[src/row_noise_pkg.sv]
/*
  Constants shared by the row-noise and black-level correction path:
  register offsets, field positions, reset values and colour codes.
  Assumes an 8-bit register address and 16-bit register data.
*/
package row_noise_pkg;

  // register offsets on the sensor-core register port
  localparam logic [7:0] ADDR_ROW_NOISE_CONTROL = 8'h30;
  localparam logic [7:0] ADDR_DARK_ROW_SELECT = 8'h59;
  localparam logic [7:0] ADDR_GREEN1_BLACK_AVERAGE = 8'h5b;
  localparam logic [7:0] ADDR_BLUE_BLACK_AVERAGE = 8'h5c;
  localparam logic [7:0] ADDR_RED_BLACK_AVERAGE = 8'h5d;
  localparam logic [7:0] ADDR_GREEN2_BLACK_AVERAGE = 8'h5e;
  localparam logic [7:0] ADDR_BLACK_TARGET_WINDOW = 8'h5f;
  localparam logic [7:0] ADDR_CALIBRATION_CONTROL = 8'h60;

  // reset values
  localparam logic [15:0] RST_ROW_NOISE_CONTROL = 16'h042a;
  localparam logic [15:0] RST_DARK_ROW_SELECT = 16'h00ff;
  localparam logic [15:0] RST_BLACK_TARGET_WINDOW = 16'h231d;
  localparam logic [15:0] RST_CALIBRATION_CONTROL = 16'h0080;

  // row_noise_control fields
  localparam int BIT_FRAME_WISE = 15;
  localparam int THRESH_MSB = 14;
  localparam int THRESH_LSB = 12;
  localparam int BIT_USE_BLACK_AVG = 11;
  localparam int BIT_CORR_ENABLE = 10;
  localparam int CONST_MSB = 9;

  // black_target_window fields
  localparam int UPPER_MSB = 14;
  localparam int UPPER_LSB = 8;
  localparam int LOWER_MSB = 6;

  // calibration_control fields
  localparam int BIT_SWEEP_DISABLE = 15;
  localparam int BIT_RECALC = 12;

  // dark rows that the mask can select, and rows used in frame-wise mode
  localparam int MASKED_DARK_ROWS = 8;
  localparam logic [2:0] FRAME_WISE_ROWS = 3'h4;

  // colour codes on the pixel stream
  typedef enum logic [1:0] {
    COLOR_GREEN1 = 2'h0,
    COLOR_BLUE = 2'h1,
    COLOR_RED = 2'h2,
    COLOR_GREEN2 = 2'h3
  } color_type;

endpackage : row_noise_pkg

[src/pixel_fifo.sv]
/*
  Pixel FIFO with a registered read port (show-ahead output register).
  Assumes one clock, synchronous active-low reset, and that the writer
  honours in_ready.
*/
`timescale 1ns/1ps
module pixel_fifo #(
  parameter int WIDTH = 12,
  parameter int DEPTH = 16
) (
  input wire logic clock,
  input wire logic rst_n,
  input wire logic in_valid,
  output logic in_ready,
  input wire logic [WIDTH-1:0] in_data,
  output logic out_valid,
  input wire logic out_ready,
  output logic [WIDTH-1:0] out_data,
  output logic [$clog2(DEPTH):0] level
);

  localparam int AW = $clog2(DEPTH);

  if (DEPTH < 8 || (1 << AW) != DEPTH) begin : g_bad_depth
    $error("pixel_fifo depth must be a power of two of at least 8");
  end

  logic [WIDTH-1:0] mem_ff [DEPTH];
  logic [AW-1:0] wr_ptr_ff;
  logic [AW-1:0] rd_ptr_ff;
  logic [AW:0] count_ff;
  logic out_valid_ff;
  logic [WIDTH-1:0] out_data_ff;
  logic push;
  logic pop;

  // a word moves to the output register when it is empty or being taken
  assign push = in_valid && (count_ff != DEPTH[AW:0]);
  assign pop = (count_ff != '0) && (!out_valid_ff || out_ready);
  assign in_ready = (count_ff != DEPTH[AW:0]);
  assign out_valid = out_valid_ff;
  assign out_data = out_data_ff;
  assign level = count_ff;

  // storage array, no reset needed
  always_ff @(posedge clock) begin
    if (push) begin
      mem_ff[wr_ptr_ff] <= in_data;
    end
  end

  // pointers and fill level
  always_ff @(posedge clock) begin
    if (!rst_n) begin
      wr_ptr_ff <= '0;
      rd_ptr_ff <= '0;
      count_ff <= '0;
    end else begin
      if (push) begin
        wr_ptr_ff <= wr_ptr_ff + 1'b1;
      end
      if (pop) begin
        rd_ptr_ff <= rd_ptr_ff + 1'b1;
      end
      if (push && !pop) begin
        count_ff <= count_ff + 1'b1;
      end else if (pop && !push) begin
        count_ff <= count_ff - 1'b1;
      end
    end
  end

  // output register
  always_ff @(posedge clock) begin
    if (!rst_n) begin
      out_valid_ff <= 1'b0;
      out_data_ff <= '0;
    end else if (pop) begin
      out_valid_ff <= 1'b1;
      out_data_ff <= mem_ff[rd_ptr_ff];
    end else if (out_ready) begin
      out_valid_ff <= 1'b0;
    end
  end

endmodule : pixel_fifo

[src/row_noise_correct.sv]
/*
  Row-noise cancellation and black-level average path of the sensor core.
  Holds the correction registers, averages dark columns per row and dark
  rows per frame per colour, corrects each pixel and queues it in a FIFO.
  Assumes the ADC stream is on this clock, dark columns lead each row with
  2**DCOL_LOG2 samples per colour, and frame_start precedes the dark rows.
*/
`timescale 1ns/1ps
module row_noise_correct
  import row_noise_pkg::*;
#(
  parameter int DCOL_LOG2 = 2,
  parameter int DROW_LOG2 = 4,
  parameter int FIFO_DEPTH = 16
) (
  input wire logic clock,
  input wire logic rst_n,
  input wire logic [7:0] reg_addr,
  input wire logic reg_wr,
  input wire logic reg_rd,
  input wire logic [15:0] reg_wdata,
  output logic [15:0] reg_rdata,
  input wire logic [7:0] analog_gain_upper,
  input wire logic row_readout_enable_setting,
  input wire logic frame_start,
  input wire logic row_start,
  input wire logic pix_valid,
  output logic pix_ready,
  input wire logic [9:0] pix_data,
  input wire logic [1:0] pix_color,
  input wire logic pix_dark_col,
  input wire logic pix_dark_row,
  input wire logic [3:0] dark_row_index,
  output logic out_valid,
  input wire logic out_ready,
  output logic [9:0] out_data,
  output logic [1:0] out_color,
  output logic sweep_disable,
  output logic recalc_pulse
);

  if (DCOL_LOG2 < 0 || DCOL_LOG2 > 6 || DROW_LOG2 < 1 || DROW_LOG2 > 8)
  begin : g_bad_params
    $error("row_noise_correct: averaging sizes out of range");
  end

  localparam int CSW = 10 + DCOL_LOG2;
  localparam int RSW = 10 + DROW_LOG2;
  localparam int FAW = $clog2(FIFO_DEPTH);

  logic [15:0] row_noise_control_ff;
  logic [7:0] dark_row_select_ff;
  logic [15:0] black_target_window_ff;
  logic [15:0] calibration_control_ff;
  logic [15:0] reg_rdata_ff;
  logic recalc_ff;
  logic [6:0] frame_avg_ff [4];
  logic [CSW-1:0] col_sum_ff [4];
  logic [3:0] col_fresh_ff;
  logic [RSW-1:0] row_sum_ff [4];
  logic [DROW_LOG2:0] row_cnt_ff [4];
  logic [2:0] rows_seen_ff;
  logic pix_ready_ff;
  logic stage_valid_ff;
  logic [11:0] stage_data_ff;
  logic [FAW:0] fifo_level;
  logic fifo_in_ready;
  logic take;
  logic col_update;
  logic row_use;
  logic [9:0] col_avg;
  logic [1:0] gain_upper;
  logic high_gain;
  logic [6:0] window_mean;
  logic [9:0] subtract;
  logic signed [12:0] corrected;
  logic [9:0] result;
  logic [11:0] fifo_out_data;

  assign take = pix_valid && pix_ready_ff;
  assign reg_rdata = reg_rdata_ff;
  assign pix_ready = pix_ready_ff;
  assign sweep_disable = calibration_control_ff[BIT_SWEEP_DISABLE];
  assign recalc_pulse = recalc_ff;
  assign out_data = fifo_out_data[9:0]; // fifo word is colour over pixel
  assign out_color = fifo_out_data[11:10];

  // register writes; recalculate bit is write-one and reads back zero
  always_ff @(posedge clock) begin
    if (!rst_n) begin
      row_noise_control_ff <= RST_ROW_NOISE_CONTROL;
      dark_row_select_ff <= RST_DARK_ROW_SELECT[7:0];
      black_target_window_ff <= RST_BLACK_TARGET_WINDOW;
      calibration_control_ff <= RST_CALIBRATION_CONTROL;
      recalc_ff <= 1'b0;
    end else begin
      recalc_ff <= 1'b0;
      if (reg_wr) begin
        unique case (reg_addr)
          ADDR_ROW_NOISE_CONTROL: row_noise_control_ff <= reg_wdata;
          ADDR_DARK_ROW_SELECT: dark_row_select_ff <= reg_wdata[7:0];
          ADDR_BLACK_TARGET_WINDOW: begin
            black_target_window_ff <= reg_wdata & 16'h7f7f;
          end
          ADDR_CALIBRATION_CONTROL: begin
            calibration_control_ff <= reg_wdata & 16'hefff;
            recalc_ff <= reg_wdata[BIT_RECALC];
          end
          default: ;
        endcase
      end
    end
  end

  // register reads, answered one cycle after the strobe
  always_ff @(posedge clock) begin
    if (!rst_n) begin
      reg_rdata_ff <= 16'h0000;
    end else if (reg_rd) begin
      unique case (reg_addr)
        ADDR_ROW_NOISE_CONTROL: reg_rdata_ff <= row_noise_control_ff;
        ADDR_DARK_ROW_SELECT: reg_rdata_ff <= {8'h00, dark_row_select_ff};
        ADDR_GREEN1_BLACK_AVERAGE: begin
          reg_rdata_ff <= {9'h000, frame_avg_ff[COLOR_GREEN1]};
        end
        ADDR_BLUE_BLACK_AVERAGE: begin
          reg_rdata_ff <= {9'h000, frame_avg_ff[COLOR_BLUE]};
        end
        ADDR_RED_BLACK_AVERAGE: begin
          reg_rdata_ff <= {9'h000, frame_avg_ff[COLOR_RED]};
        end
        ADDR_GREEN2_BLACK_AVERAGE: begin
          reg_rdata_ff <= {9'h000, frame_avg_ff[COLOR_GREEN2]};
        end
        ADDR_BLACK_TARGET_WINDOW: reg_rdata_ff <= black_target_window_ff;
        ADDR_CALIBRATION_CONTROL: reg_rdata_ff <= calibration_control_ff;
        default: reg_rdata_ff <= 16'h0000;
      endcase
    end
  end

  // rows since frame start, saturating once the frame-wise rows are past
  always_ff @(posedge clock) begin
    if (!rst_n) begin
      rows_seen_ff <= 3'h0;
    end else if (frame_start) begin
      rows_seen_ff <= 3'h0;
    end else if (row_start && rows_seen_ff <= FRAME_WISE_ROWS) begin
      rows_seen_ff <= rows_seen_ff + 3'h1;
    end
  end

  // per-row dark column averaging; frame-wise mode freezes after two pairs
  assign col_update = !row_noise_control_ff[BIT_FRAME_WISE] ||
                      (rows_seen_ff <= FRAME_WISE_ROWS);
  always_ff @(posedge clock) begin
    if (!rst_n) begin
      col_fresh_ff <= 4'h0;
      for (int c = 0; c < 4; c++) begin
        col_sum_ff[c] <= '0;
      end
    end else begin
      if (row_start) begin
        col_fresh_ff <= {4{col_update}};
      end else if (take && pix_dark_col && col_fresh_ff[pix_color]) begin
        col_fresh_ff[pix_color] <= 1'b0;
      end
      if (!row_start && take && pix_dark_col && col_update) begin
        if (col_fresh_ff[pix_color]) begin
          col_sum_ff[pix_color] <= CSW'(pix_data);
        end else begin
          col_sum_ff[pix_color] <= col_sum_ff[pix_color] + CSW'(pix_data);
        end
      end
    end
  end

  // dark-row sample collection, masked rows only when their readout is on
  assign row_use = pix_dark_row && row_readout_enable_setting &&
                   (dark_row_index < 4'(MASKED_DARK_ROWS)) &&
                   dark_row_select_ff[dark_row_index[2:0]];
  always_ff @(posedge clock) begin
    if (!rst_n) begin
      for (int c = 0; c < 4; c++) begin
        row_sum_ff[c] <= '0;
        row_cnt_ff[c] <= '0;
      end
    end else if (frame_start) begin
      for (int c = 0; c < 4; c++) begin
        row_sum_ff[c] <= '0;
        row_cnt_ff[c] <= '0;
      end
    end else if (take && row_use && !row_cnt_ff[pix_color][DROW_LOG2]) begin
      row_sum_ff[pix_color] <= row_sum_ff[pix_color] + RSW'(pix_data);
      row_cnt_ff[pix_color] <= row_cnt_ff[pix_color] + 1'b1;
    end
  end

  // frame averages move only at frame start, from the previous frame
  always_ff @(posedge clock) begin
    if (!rst_n) begin
      for (int c = 0; c < 4; c++) begin
        frame_avg_ff[c] <= 7'h00;
      end
    end else if (frame_start) begin
      for (int c = 0; c < 4; c++) begin
        if (row_cnt_ff[c][DROW_LOG2]) begin
          if (row_sum_ff[c][RSW-1:DROW_LOG2+7] != '0) begin
            frame_avg_ff[c] <= 7'h7f;
          end else begin
            frame_avg_ff[c] <= row_sum_ff[c][DROW_LOG2+6:DROW_LOG2];
          end
        end
      end
    end
  end

  // choose the subtracted value for this pixel's colour
  assign gain_upper = analog_gain_upper[2*pix_color +: 2];
  assign high_gain = {1'b0, gain_upper} >=
                     row_noise_control_ff[THRESH_MSB:THRESH_LSB];
  assign col_avg = col_sum_ff[pix_color][CSW-1:DCOL_LOG2];
  assign window_mean = 7'(({1'b0, black_target_window_ff[UPPER_MSB:UPPER_LSB]}
                       + {1'b0, black_target_window_ff[LOWER_MSB:0]}) >> 1);
  always_comb begin
    if (high_gain) begin
      subtract = col_avg;
    end else if (row_noise_control_ff[BIT_USE_BLACK_AVG]) begin
      subtract = {3'h0, frame_avg_ff[pix_color]};
    end else begin
      subtract = {3'h0, window_mean};
    end
  end

  // subtract, add constant, clamp to the ADC range
  assign corrected = $signed({3'h0, pix_data}) - $signed({3'h0, subtract})
                   + $signed({3'h0, row_noise_control_ff[CONST_MSB:0]});
  always_comb begin
    if (!row_noise_control_ff[BIT_CORR_ENABLE]) begin
      result = pix_data;
    end else if (corrected < 0) begin
      result = 10'h000;
    end else if (corrected > 13'sd1023) begin
      result = 10'h3ff;
    end else begin
      result = corrected[9:0];
    end
  end

  // one pipeline stage into the FIFO; ready keeps room for words in flight
  always_ff @(posedge clock) begin
    if (!rst_n) begin
      stage_valid_ff <= 1'b0;
      stage_data_ff <= 12'h000;
      pix_ready_ff <= 1'b0;
    end else begin
      stage_valid_ff <= take;
      if (take) begin
        stage_data_ff <= {pix_color, result};
      end
      pix_ready_ff <= fifo_in_ready &&
                      (fifo_level <= (FAW+1)'(FIFO_DEPTH - 4));
    end
  end

  // output queue
  pixel_fifo #(
    .WIDTH(12),
    .DEPTH(FIFO_DEPTH)
  ) u_fifo (
    .clock(clock),
    .rst_n(rst_n),
    .in_valid(stage_valid_ff),
    .in_ready(fifo_in_ready),
    .in_data(stage_data_ff),
    .out_valid(out_valid),
    .out_ready(out_ready),
    .out_data(fifo_out_data),
    .level(fifo_level)
  );

endmodule : row_noise_correct

[config.mk]
export PLATFORM = sky130hd
export DESIGN_NAME = row_noise_correct
export DESIGN_NICKNAME = d
export VERILOG_FILES = /design/src/row_noise_pkg.sv /design/src/pixel_fifo.sv /design/src/row_noise_correct.sv
export SDC_FILE = /design/constraint.sdc
export NUM_CORES = 1
export LEC_CHECK = 0
export BUFFER_PORTS_ARGS = -buffer_cell sky130_fd_sc_hd__buf_2
export CELL_PAD_IN_SITES_DETAIL_PLACEMENT = 1
export CELL_PAD_IN_SITES_GLOBAL_PLACEMENT = 1
export CORE_ASPECT_RATIO = 1.4
export CORE_MARGIN = 5
export CORE_UTILIZATION = 55
export DETAILED_ROUTE_END_ITERATION = 12
export PLACE_DENSITY = 0.95
export SYNTH_ARGS = -nofsm -noshare
export SYNTH_HDL_FRONTEND = slang
export SYNTH_HIERARCHICAL = 1
export SYNTH_SLANG_ARGS = --single-unit
[constraint.sdc]
create_clock -name clock -period 9.5 [get_ports clock]
set_input_delay 1.9 -clock clock [delete_from_list [all_inputs] [get_ports clock]]
set_output_delay 1.9 -clock clock [all_outputs]
set_load 0.02 [all_outputs]
### Word level (Yosys, flattened, before mapping)

Memory sizes are Yosys's and may differ from the RTL's. A register that Yosys moved wholly into a read port is not among the register bits.
Index checks and enable logic that the tools add are counted.

| cells by class | value |
|---|---|
| bitwise gates (word level) | 20 |
| reduce and logical (&&, ||, !) cells | 44 |
| divide/modulo/power cells | 0 |
| equality and inequality tests | 9 |
| multipliers | 0 |
| magnitude comparators | 9 |
| muxes and demuxes | 102 |
| add/subtract/negate cells | 11 |
| shift-type cells | 1 |

Operators by type and width:

| kind | count |
|---|---|
| $pmux W16 S8 | 1 |
| $mux W14 | 5 |
| $mux W1 | 66 |
| $mux W7 | 9 |
| $eq A8 B7 Y1 const B | 7 |
| $mux W10 | 4 |
| $mux W5 | 7 |
| $mux W12 | 2 |
| $logic_and A1 B1 Y1 | 18 |
| $or A1 B1 Y1 | 17 |
| $add A14 B10 Y14 | 1 |
| $reduce_or A14 Y1 | 1 |
| $add A11 B11 Y12 | 1 |
| $add A12 B10 Y12 | 1 |
| $gt A12 B11 Y1 const B | 1 |
| $lt A12 B1 Y1 const B | 1 |
| $reduce_bool A3 Y1 | 4 |
| $reduce_or A12 Y1 | 1 |
| $sub A10 B10 Y11 | 1 |
| $add A5 B1 Y5 const B | 2 |
| $add A4 B1 Y4 const B | 2 |
| $add A7 B7 Y8 | 1 |
| $eq A8 B6 Y1 const B | 1 |
| $mux W4 | 2 |
| 26 further kinds | 40 |

| storage, ports and cells | value |
|---|---|
| flip-flop bits (word level) | 105 |
| memories kept | 5 |
| memory bits (read-only) | 0 |
| bits in writable memories | 344 |
| latch bits | 0 |
| word-level logic and storage cells | 216 |
| input bits | 59 |

Memories:

| memory | words | bits a word | rd ports | clocked after memory_dff | write ports | RTL line | text |
|---|---|---|---|---|---|---|---|
| u_fifo.mem_ff | 16 | 12 | 1 | 1 | 1 | pixel_fifo.sv:28 | `logic [WIDTH-1:0] mem_ff [DEPTH];` |
| row_sum_ff | 4 | 14 | 5 | 0 | 4 | row_noise_correct.sv:60 | `logic [RSW-1:0] row_sum_ff [4];` |
| col_sum_ff | 4 | 12 | 1 | 0 | 4 | row_noise_correct.sv:58 | `logic [CSW-1:0] col_sum_ff [4];` |
| frame_avg_ff | 4 | 7 | 5 | 0 | 4 | row_noise_correct.sv:57 | `logic [6:0] frame_avg_ff [4];` |
| row_cnt_ff | 4 | 5 | 5 | 0 | 4 | row_noise_correct.sv:61 | `logic [DROW_LOG2:0] row_cnt_ff [4];` |

### Logic depth before layout (Yosys ltp)

Gate-level depths: netlist of the first run.

| depth | value |
|---|---|
| depth after elaboration | 11 |
| mapped depth | 29 |
| depth with buffers taken out | 24 |

### Hierarchy

Netlist of the first run, hierarchy kept.

By module, submodules not included:

| module | times used | area an instance (um^2) | sequential area each (um^2) | cells an instance |
|---|---|---|---|---|
| row_noise_correct | 1 | 13057.5 | 6386.1 | 1258 |
| pixel_fifo | 1 | 8572.0 | 6286.0 | 480 |

### Worst setup path after synthesis of the first run

No wires, ideal clock.

| timing | value |
|---|---|
| path type | in2reg |
| start point | in pix_color[0] |
| end point | reg stage_data_ff[2] |
| arrival time | 6993 ps |
| required time | 9426 ps |
| setup time | 74 ps |
| cell stages on the path | 28 |
| slack | 2432 ps |
| cell sequence | buf_2 buf_4 buf_4 buf_4 mux4_2 inv_1 ha_1 nand2b_1 a21oi_1 nor2_1 clkbuf_1 o21ai_0 ha_1 inv_1 fa_1 a211oi_1 nor2_1 o21a_1 nor2_1 xnor2_1 ha_1 nor3_1 nand2b_1 o22ai_1 o21ai_0 xnor2_2 o21ai_0 a31oi_1 |

| on the way | value |
|---|---|
| cells in the longest elaborated chain, start to end | 9 |
| elaborated cells on any way between the ends | 13 |
| classes of those cells | add/sub (2); order compare (3); shift (1); mux (5); memory (2) |

Ends and longest elaborated chain:

| element | RTL line | text |
|---|---|---|
| from (decl) | row_noise_correct.sv:30 | `input wire logic [1:0] pix_color,` |
| $shiftx A8 B4 Y2 or $mem_v2 Z4 W7 (tied branches) | n/a |  |
| $ge A2 B3 Y1 or $mux W7 (tied branches) | row_noise_correct.sv:220, row_noise_correct.sv:228 |  |
| $mux W10 (*) | row_noise_correct.sv:226 | `if (high_gain) begin` |
| $sub A10 B10 Y11 (*) | row_noise_correct.sv:236 | `assign corrected = $signed({3'h0, pix_data}) - $signed({3'h0, subtract})` |
| $add A11 B11 Y12 (*) | row_noise_correct.sv:237 | `+ $signed({3'h0, row_noise_control_ff[CONST_MSB:0]});` |
| $gt A12 B11 Y1 | row_noise_correct.sv:243 | `end else if (corrected > 13'sd1023) begin` |
| $mux W10 | row_noise_correct.sv:243 |  |
| $mux W10 (*) | row_noise_correct.sv:241 | `end else if (corrected < 0) begin` |
| $mux W10 (*) | row_noise_correct.sv:239 | `if (!row_noise_control_ff[BIT_CORR_ENABLE]) begin` |
| to (signal assigned) | row_noise_correct.sv:259 | `stage_data_ff <= {pix_color, result};` |
| to (decl) | row_noise_correct.sv:65 | `logic [11:0] stage_data_ff;` |

Mark *: on every way between the ends. The rest lies on a longest branch, timed or not.
A chain may end at the register's enable or synchronous reset.

### Worst setup path in the final report of the first run

| timing | value |
|---|---|
| start point | in pix_color[1] |
| end point | reg stage_data_ff[0] |

The elaborated chain is that of the path after synthesis.

==> metrics, run 1 <==
Post-DP HPWL=around 45000 um; Mapped Cells=1738; Tot GR Track Use=between 30% and 40%; fin nets=slightly below 2000; routed wire length=about 67000 um; count leader, synth=edfxtp_1; Die Span X=about 180 um; actual slew at the worst max-slew pin=1340 ps; std cell rows=between 80 and 90; crit end category=flip-flop; Layout area overhead=10.3%; LEAKAGE=8.54 nW; Slowest-stage cell, CP=buf_4; hold endpoint=calibration_control_ff[13]; gr ovfl total=0; global-route wire length before repair=102000 um; Die Height=~240 um; initial core utilization=a little under three fifths; drc violations=0; main flop type after synthesis=edfxtp_1; Seq/Total Area, Yosys=slightly below 60%; Seq cells post-synth=approximately 460; CTS Hold Bufs=0; fraction of registers with async set/reset=0%; initial antenna violation count=2; mapped cell area=around 22000 um^2; crit start category=primary input; Worst Hold Depth=2; worst setup margin=between 2000 and 2500 ps; post-synth cell types=slightly below 80; CTS clk-pin slew, worst paths=around 70 ps; leading area contributor after synthesis=edfxtp_1; endpoints failing hold=0; CTS tree=built; DR vias/cell=6.59; Max Freq=137 MHz; HP Class=reg2reg; Pins Over Slew Limit=0; hold wc startpoint=calibration_control_ff[13]; Clock Skews=20.3 ps; Max VDD drop=0.189 mV; minimum clock period=7300 ps; Crit Path Class=in2reg; Final setup viols=0; FF-to-FF path depth=22; Detailed Routing Iterations Pass 1=8; pin count of the biggest net entering global routing=83; CP peak stage delay=570 ps; DRT antenna net count=0; Post-synth EDFFs=344; Max Cap Viol=0; status=complete, no violations; post_cts resized=0; worst hold slack=about 460 ps; average size of a mapped cell=between 10 and 15 um^2; layout cells sized above 1=between 10% and 20%; crit-path max FO=50; Relative slew margins=about a tenth; Ys Warns=6; post-layout util=about three fifths; Die ar.=around 43000 um^2; Post-synth top cells=edfxtp_1 (344), nor2_1 (185), nand2_1 (174); Reg2Reg Capture Point=stage_data_ff[0]; CP required=about 10000 ps; WP data arrival=around 8000 ps; Root Buffer Master=clkbuf_16; number of global-route vias before repair=approximately 17000; number of port buffers=90; Power, Total=5.11 mW; Clk Latency, worst-skew pair=around 570 ps; Setup Buffers After CTS=0; Via Count=around 16000; TritonCTS Buffers=43; RSZ-0062 raised after global routing=false; dominant cells by area after synthesis=edfxtp_1 (48%), dfxtp_1 (11%), mux4_2 (7.0%); RePlAce Congestion=0.948; Placeable Area=about 40000 um^2; Sink Count=461; worst r2r src=row_noise_control_ff[13]; I/O Pins=91; Clock Tree Buf Depth=3; Iteration-0 DRC Markers=about 1600; DR WL/cell=around 29 um; TNS Setup=0 ps; Mapped Nets=around 1900; pre-CTS WS=between 1500 and 2000 ps; H-tree depth reported by CTS=2; r2r setup slk=~4200 ps; PwrDens=214 nW/um^2; post-synth top area share=47.8%; period utilization=between 70 and 80%
==> how the worst max path moves through the flow <==
| stage | startpoint | endpoint | slack [ps] |
|---|---|---|---|
| after floorplan | pix_color[0] | stage_data_ff[2] | 2430 |
| after global placement | pix_color[1] | stage_data_ff[7] | 2320 |
| after detailed placement | pix_color[1] | stage_data_ff[5] | 1860 |
| after CTS | pix_color[1] | stage_data_ff[0] | 2310 |
| after global routing | pix_color[1] | stage_data_ff[0] | 1900 |
| final | pix_color[1] | stage_data_ff[0] | 2200 |
==> metal layers <==
layer  track usage [%]  up-vias  share of wire (%)
met5                 0        -              0.025
met4              15.8        2                6.0
met1              35.5     7964                 35
met2              55.1      800                 53
li1                  -     6554                  -
met3              4.54      234                6.4
==> cells in the final DEF, fill, tap and decap left out, drive strengths merged, types with 26 or more instances in the layout <==
master / n
edfxtp: 344
nand2: 176
dfxtp: 117
a21boi: 44
clkbuf: 58
buf: 109
mux4: 67
o22ai: 47
ha: 60
inv: 61
o21ai: 61
nand3: 31
mux2i: 64
o21a: 37
a21oi: 51
nor3: 32
xnor2: 26
nor2: 187
==> cells by family after synthesis <==
| family | synth area share, % |
|---|---|
| xor gates and xnor gates | 2.06 |
| muxes | 10.0 |
| buffers and inverters | 3.20 |
| adders and majority gates | 4.03 |
| AOI/OAI and AO/OA | 10.9 |
| and+or+nand+nor | 11.2 |
| DFF | 58.6 |
==> worst max-delay path, delay by kind of cell <==
kind / cells / cell delay, ps
fa+ha+maj: 4 / 1120
simple gates: 7 / 1550
mux: 1 / 350
buf+inv: 4 / 760
compound gates: 8 / 1600
xor+xnor: 2 / 500
==> registers in the layout, summed over array words and instances (netlist names) <==
| register | flops |
|---|---|
| col_sum_ff | 48 |
| stage_data_ff | 12 |
| u_fifo/out_data | 12 |
| frame_avg_ff | 28 |
| row_sum_ff | 56 |
| u_fifo/out_valid | 1 |
| stage_valid_ff | 1 |
| u_fifo/level | 5 |
| row_cnt_ff | 20 |
| pix_ready | 1 |
| calibration_control_ff | 15 |
| u_fifo/wr_ptr_ff | 4 |
| rows_seen_ff | 3 |
| black_target_window_ff | 14 |
| col_fresh_ff | 4 |
| dark_row_select_ff | 8 |
| recalc_pulse | 1 |
| row_noise_control_ff | 16 |
| u_fifo/mem_ff | 192 |
| reg_rdata | 16 |
| u_fifo/rd_ptr_ff | 4 |
==> power breakdown <==
group | internal, mW | total [mW] | switching (mW)
logic | 0.359 | 0.933 | 0.574
registers | 2.27 | 2.41 | 0.140
clock network | 0.972 | 1.76 | 0.790
total | 3.60 | 5.11 | 1.50
==> through the flow <==
step / instance area, um^2 / cells
after floorplan: 21600 / 1738
after global placement: 22400 / 2280
after detailed placement: 22400 / 2280
after CTS: 23900 / 2360
after global routing: 23900 / 2361
final: 23900 / 2361
==> final cells by class <==
| type | instances | area, um^2 |
|---|---|---|
| timing repair buffer | 109 | 598 |
| tap | 528 | 661 |
| sequential | 461 | 12700 |
| fill | 3939 | 15300 |
| clock inverter | 22 | 201 |
| antenna | 1 | 2.50 |
| clock buffer | 58 | 1220 |
| multi-input combinational | 1124 | 8280 |
| inverter | 58 | 218 |
(Power assumes the default switching activity.)
==> inputs of run 2 (changes only) <==
Settings changed: ABC_AREA set to 1, CORE_UTILIZATION 55 to 43, PLACE_DENSITY 0.95 to 0.87.
Clock period 9.5 ns to 6.6 ns, I/O delays scaled along.
==> run 2 against run 1 <==
Clock-buffer cell count is 3 higher. Clock skew up 6.5 ps. Non-clock buffer count increased by 19. Cell count grew 40%. Global-route usage decreased by 5.4 points. Die area rose by 31%. Via count up 20%. Area after synthesis rose by 4.0%.
==> metrics, run 2 <==
largest registers=u_fifo/mem_ff: 192 flops, row_sum_ff: 56 flops, col_sum_ff: 48 flops; Max VDD drop=0.261 mV; Seq/Total Area, Yosys=between 50% and 60%; Root Buffer Master=clkbuf_16; Clk Latency, worst-skew pair=~600 ps; Via Count=approximately 19000; layout cells sized above 1=about 8.4%; leading area contributor after synthesis=edfxtp_1; Final setup viols=0; RSZ-0062 raised after global routing=false; Setup Buffers After CTS=0; CTS clk-pin slew, worst paths=roughly 70 ps; Die Span X=roughly 200 um; Mapped Nets=~2700; Sequential Area=about 13000 um^2; DRT antenna net count=0; combinational share of power=around 23%; I/O Pins=91; endpoints failing hold=0; internal power=roughly 5.2 mW; Antenna Cells=0; crit end category=flip-flop; RePlAce Congestion=0.904; Sink Count=approximately 460; Mapped Cells=about 2500; pre-CTS WS=slightly above 400 ps; Ys Warns=6; Post-DP HPWL=about 50000 um; main flop type after synthesis=edfxtp_1; LEAKAGE=11.0 nW; DR vias/cell=~5.6; period utilization=between 80% and 90%; Die Height=roughly 280 um; Post-synth EDFFs=344; Relative slew margins=about 17%; HP Class=reg2reg; H-tree depth reported by CTS=2; pin count of the biggest net entering global routing=approximately 100; Power, Total=approximately 7.8 mW; Detailed Routing Iterations Pass 1=7; post-layout util=48.1%; post_cts resized=0; WP data arrival=just over 6000 ps; Placeable Area=~52000 um^2; number of port buffers=90; Reg power frac=between 40% and 50%; Iteration-0 DRC Markers=1034; CTS tree=built; crit-path max FO=39; Layout area overhead=11.2%; fin nets=2743; crit start category=primary input; mapped cell area=22500 um^2; actual slew at the worst max-slew pin=about 1200 ps; Pins Over Slew Limit=0; dominant cells by area after synthesis=edfxtp_1 (46%), nand2_1 (11%), dfxtp_1 (10%); post-synth cell types=50; std cell rows=between 90 and 100; Max Freq=about 170 MHz; Die ar.=around 57000 um^2; number of global-route vias before repair=approximately 21000; TNS Setup=0 ps; Clock Tree Buf Depth=3; Post-synth top cells=nand2_1 (688), edfxtp_1 (344), inv_1 (287); post-synth top area share=45.9%; routed wire length=roughly 74000 um; count leader, synth=nand2_1; Crit Path Class=in2reg; initial core utilization=around 43%; status=complete, no violations; drc violations=0; initial antenna violation count=1; Max Cap Viol=0; sw power=about 2.6 mW; Top reg by flops=u_fifo/mem_ff; fraction of registers with async set/reset=0%; Clock Skews=26.8 ps; commonest non-fill, non-tap cells in the layout=nand2_1 (688), edfxtp_1 (344), inv_1 (287); Multi-input gate area=between 8000 and 9000 um^2; Sw Ratio=32.9%; clock share of power=approximately a third; gr ovfl total=0; DR WL/cell=22.2 um; CP required=between 7000 and 8000 ps; most common cell after layout, fill and taps aside=nand2_1; minimum clock period=between 5000 and 6000 ps; average size of a mapped cell=between 8 and 9 um^2; global-route wire length before repair=roughly 110000 um; worst setup margin=between 800 and 900 ps; TritonCTS Buffers=45; number of flip-flops under the largest register name=between 150 and 200; filler cell count in the final layout=6057; CTS Hold Bufs=0; Tot GR Track Use=roughly a quarter; PwrDens=~310 nW/um^2; Seq cells post-synth=approximately 460
-- run 2: cell types whose count changed after synthesis, sizes merged, moves of 23 or more --
cell    change
nand2     +517
inv       +240
nand3     +209
nor2       +74
o21ai      +73
a21oi      +68
mux4       -67
mux2i      -64
a21boi     -43
o22ai      -42
o21a       -35
nor2b      -24
and2       -23
nand2b     -23
-- run 2: cells by family (layout without fill, tap and decap cells) --
kind of cell | count (synthesis) | count (layout) | share of synthesized area, %
and+or+nand+nor | 1235 | 1235 | 22.5
AOI/OAI and AO/OA | 339 | 339 | 8.58
buffers and inverters | 397 | 511 | 7.10
xor gates and xnor gates | 42 | 42 | 1.64
DFF | 461 | 461 | 56.3
adders and majority gates | 66 | 66 | 3.87
-- run 2: path summary, 6_finish.rpt --
| path | from | end | slack [ps] | depth (start not counted) |
|---|---|---|---|---|
| worst max-delay path | pix_color[1] | stage_data_ff[8] | 870 | 28 |
| worst min-delay path | calibration_control_ff[5] | calibration_control_ff[5] | 450 | 2 |
| worst min register to register | calibration_control_ff[5] | calibration_control_ff[5] | 450 | 2 |
| worst max register to register | row_noise_control_ff[13] | stage_data_ff[8] | 2000 | 23 |
-- run 2: layout make-up --
| cell class | instances | area share, % |
|---|---|---|
| Tap cell | 656 | 3.28 |
| Timing Repair Buffer | 128 | 2.94 |
| Inverter | 300 | 4.51 |
| Clock inverter | 22 | 0.720 |
| Sequential cell | 461 | 50.7 |
| Multi-Input combinational cell | 1682 | 32.9 |
| Clock buffer | 61 | 4.99 |
-- run 2: metrics by stage --
step / hold slack (ps) / std cells / cell area (um^2)
finish: 453 / 3310 / 25000
global route: 479 / 3310 / 25000
CTS: 453 / 3310 / 25000
detailed placement: 444 / 3227 / 23600
global placement: 435 / 3227 / 23600
floorplan: 425 / 2540 / 22500
-- run 2: power by group through the flow --
| stage | registers, mW | clock network (mW) | logic, mW |
|---|---|---|---|
| floorplan | 3.45 | 0 | 1.24 |
| detailed placement | 3.47 | 0 | 1.76 |
| global route | 3.42 | 2.71 | 1.99 |
| global placement | 3.45 | 0 | 1.67 |
| finish | 3.41 | 2.56 | 1.80 |
| CTS | 3.41 | 2.58 | 1.79 |
-- run 2: worst max-delay path: stages --
cell	delay, ps
buf_2	130
inv_2	70
nor2_2	110
buf_4	500
nand2_1	110
nand3_1	120
ha_1	160
inv_1	50
a21oi_1	270
buf_4	260
inv_1	80
o21ai_0	210
ha_1	180
inv_1	60
fa_1	450
a31o_2	270
xor2_1	140
ha_1	350
nand2_1	120
nor2_1	120
nand2_1	60
nand2_1	120
nand2_1	110
nand2_1	70
nand2_1	70
a21oi_2	390
nand2_1	120
a21oi_1	170
-- run 2: routing by layer --
| layer | vias to the layer above | track usage, % | routed length [um] | share of wire [%] |
|---|---|---|---|---|
| li1 | 8576 | - | - | - |
| met1 | 9253 | 25.2 | 25500 | 35 |
| met2 | 581 | 48.1 | 39300 | 53 |
| met3 | 280 | 4.13 | 3380 | 4.6 |
| met4 | 2 | 16.7 | 5520 | 7.5 |
| met5 | - | 0 | 13 | 0.018 |
==> inputs of run 3 (changes only) <==
Settings changed: CORE_UTILIZATION 43 to 52, PLACE_DENSITY 0.87 to 0.95, SETUP_SLACK_MARGIN set to 0.3.
Clock period 6.6 ns to 7.2 ns, I/O delays scaled along.
==> run 3 against run 2 <==
First-iteration DRC count rose by 55%. Largest power group unchanged. Register-to-register slack improved by 500 ps. Sequential share of layout area barely moved. Total power fell by 4.9%. Routed wire length rose by 5.0%. Critical path depth did not move. Setup slack improved by 370 ps.
==> metrics, run 3 (synthesized netlist as in run 2, its figures left out) <==
initial core utilization=between 50% and 60%; TNS Setup=0 ps; DR vias/cell=~6; period utilization=a little over 80%; layout cells sized above 1=~8.6%; CP top delay family=compound AO/OA/AOI/OAI gates; commonest non-fill, non-tap cells in the layout=nand2_1 (688), edfxtp_1 (344), inv_1 (287); number of port buffers=90; CTS tree=built; Crit path buffers/inverters=6; CTS Hold Bufs=0; status=complete, no violations; Post-DP HPWL=between 50000 and 60000 um; Layout area overhead=11.1%; Detailed Routing Iterations Pass 1=6; RSZ-0062 raised after global routing=false; initial antenna violation count=1; Clock Skews=around 12 ps; number of flip-flops under the largest register name=approximately 190; Max VDD drop=roughly 0.25 mV; routed wire length=77300 um; sw power=2.42 mW; Die ar.=47600 um^2; combinational share of power=a little under a quarter; Crit Path Class=in2reg; Pins Over Slew Limit=0; actual slew at the worst max-slew pin=~1300 ps; CTS clk-pin slew, worst paths=approximately 70 ps; std cell rows=90; Antenna Cells=0; final instance area=approximately 25000 um^2; Die Span X=186 um; Slowest-stage cell, CP=fa_1; Max Cap Viol=0; Global Route met1 Usage=32.1%; Top reg by flops=u_fifo/mem_ff; most common cell after layout, fill and taps aside=nand2_1; crit end category=flip-flop; minimum clock period=roughly 6000 ps; Iteration-0 DRC Markers=between 1500 and 2000; DR WL/cell=about 24 um; TritonCTS Buffers=44; Die Height=approximately 260 um; Relative slew margins=between 10% and 20%; clock share of power=34.8%; Max Freq=168 MHz; pin count of the biggest net entering global routing=99; WP data arrival=6450 ps; drc violations=0; Tot GR Track Use=between 30% and 40%; I/O Pins=91; CP required=between 7000 and 8000 ps; DRT antenna net count=0; placed instance area=around 23000 um^2; Reg power frac=a little over two fifths; gr ovfl total=0; largest registers=u_fifo/mem_ff: 192 flops, row_sum_ff: 56 flops, col_sum_ff: 48 flops; CP peak stage delay=roughly 450 ps; Root Buffer Master=clkbuf_16; number of global-route vias before repair=about 21000; post_cts resized=0; crit-path max FO=35; H-tree depth reported by CTS=2; most crowded layer after global routing=met2; LEAKAGE=11.0 nW; most used cell, CP=nand2_1; internal power=between 4 and 5 mW; Final setup viols=0; HP Class=reg2reg; Setup Buffers After CTS=0; M2 GR Usage=roughly 58%; Via Count=19200; global-route wire length before repair=between 100000 and 150000 um; endpoints failing hold=0; RePlAce Congestion=0.944; Clock Tree Buf Depth=3; Placeable Area=42900 um^2; crit start category=primary input; Sw Ratio=between 30% and 40%; grt met3 use=under 10%; fin nets=approximately 2700; Clk Latency, worst-skew pair=570 ps; PwrDens=roughly 300 nW/um^2; Sink Count=461
run 3: cell types whose count changed in the layout (fill, tap and decap cells not counted), sizes merged:
cell      change
buf           -5
bufinv        +6
clkbuf        -7
clkinv       -11
clkinvlp      +6
inv           +5
run 3: final cells by class:
class,count,area (um^2)
flip-flops and latches,461,12700
well taps,552,691
clock buffers,54,1200
multi-input cells,1682,8220
repair buffers,123,698
clock inverters,28,375
fillers,4967,17900
inverters,300,1130
run 3: power by group through the flow:
stage / Sequential (mW) / Clock, mW / Combinational (mW)
2_1_floorplan: 3.16 / 0 / 1.14
3_3_place_gp: 3.16 / 0 / 1.52
3_5_place_dp: 3.18 / 0 / 1.61
4_1_cts: 3.13 / 2.59 / 1.67
5_1_grt: 3.14 / 2.70 / 1.84
6_report: 3.13 / 2.57 / 1.68
run 3: final timing paths:
kind / to / slack [ps] / depth (start not counted) / start
max: stage_data_ff[0] / 1250 / 28 / pix_color[0]
min: calibration_control_ff[4] / 460 / 2 / calibration_control_ff[4]
max reg2reg: stage_data_ff[0] / 2500 / 23 / row_noise_control_ff[12]
min reg2reg: calibration_control_ff[4] / 460 / 2 / calibration_control_ff[4]
run 3: stage by stage:
step	instances	hold WS (ps)	setup WS (ps)	util, %	power (mW)
6_report	3200	463	1250	58.2	7.39
5_1_grt	3200	490	933	58.2	7.68
4_1_cts	3199	461	1280	58.2	7.39
3_5_place_dp	3117	449	771	54.6	4.79
3_3_place_gp	3117	435	1050	54.6	4.68
2_1_floorplan	2540	425	1390	-	4.30
run 3: worst register-to-register path: cells and delay by family (launching register included):
kind                     cells  cell delay (ps)
buffers and inverters        3              380
flip-flops                   1              580
AO/OA/AOI/OAI                7             1410
XOR/XNOR                     1              140
adder cells (fa/ha/maj)      4             1300
AND/OR/NAND/NOR              8              800
run 3: layer usage:
layer | vias to the layer above | share of wire, %
met3 | 365 | 5.4
li1 | 8575 | -
met4 | 2 | 9.0
met5 | - | 0.025
met1 | 9419 | 33
met2 | 836 | 53
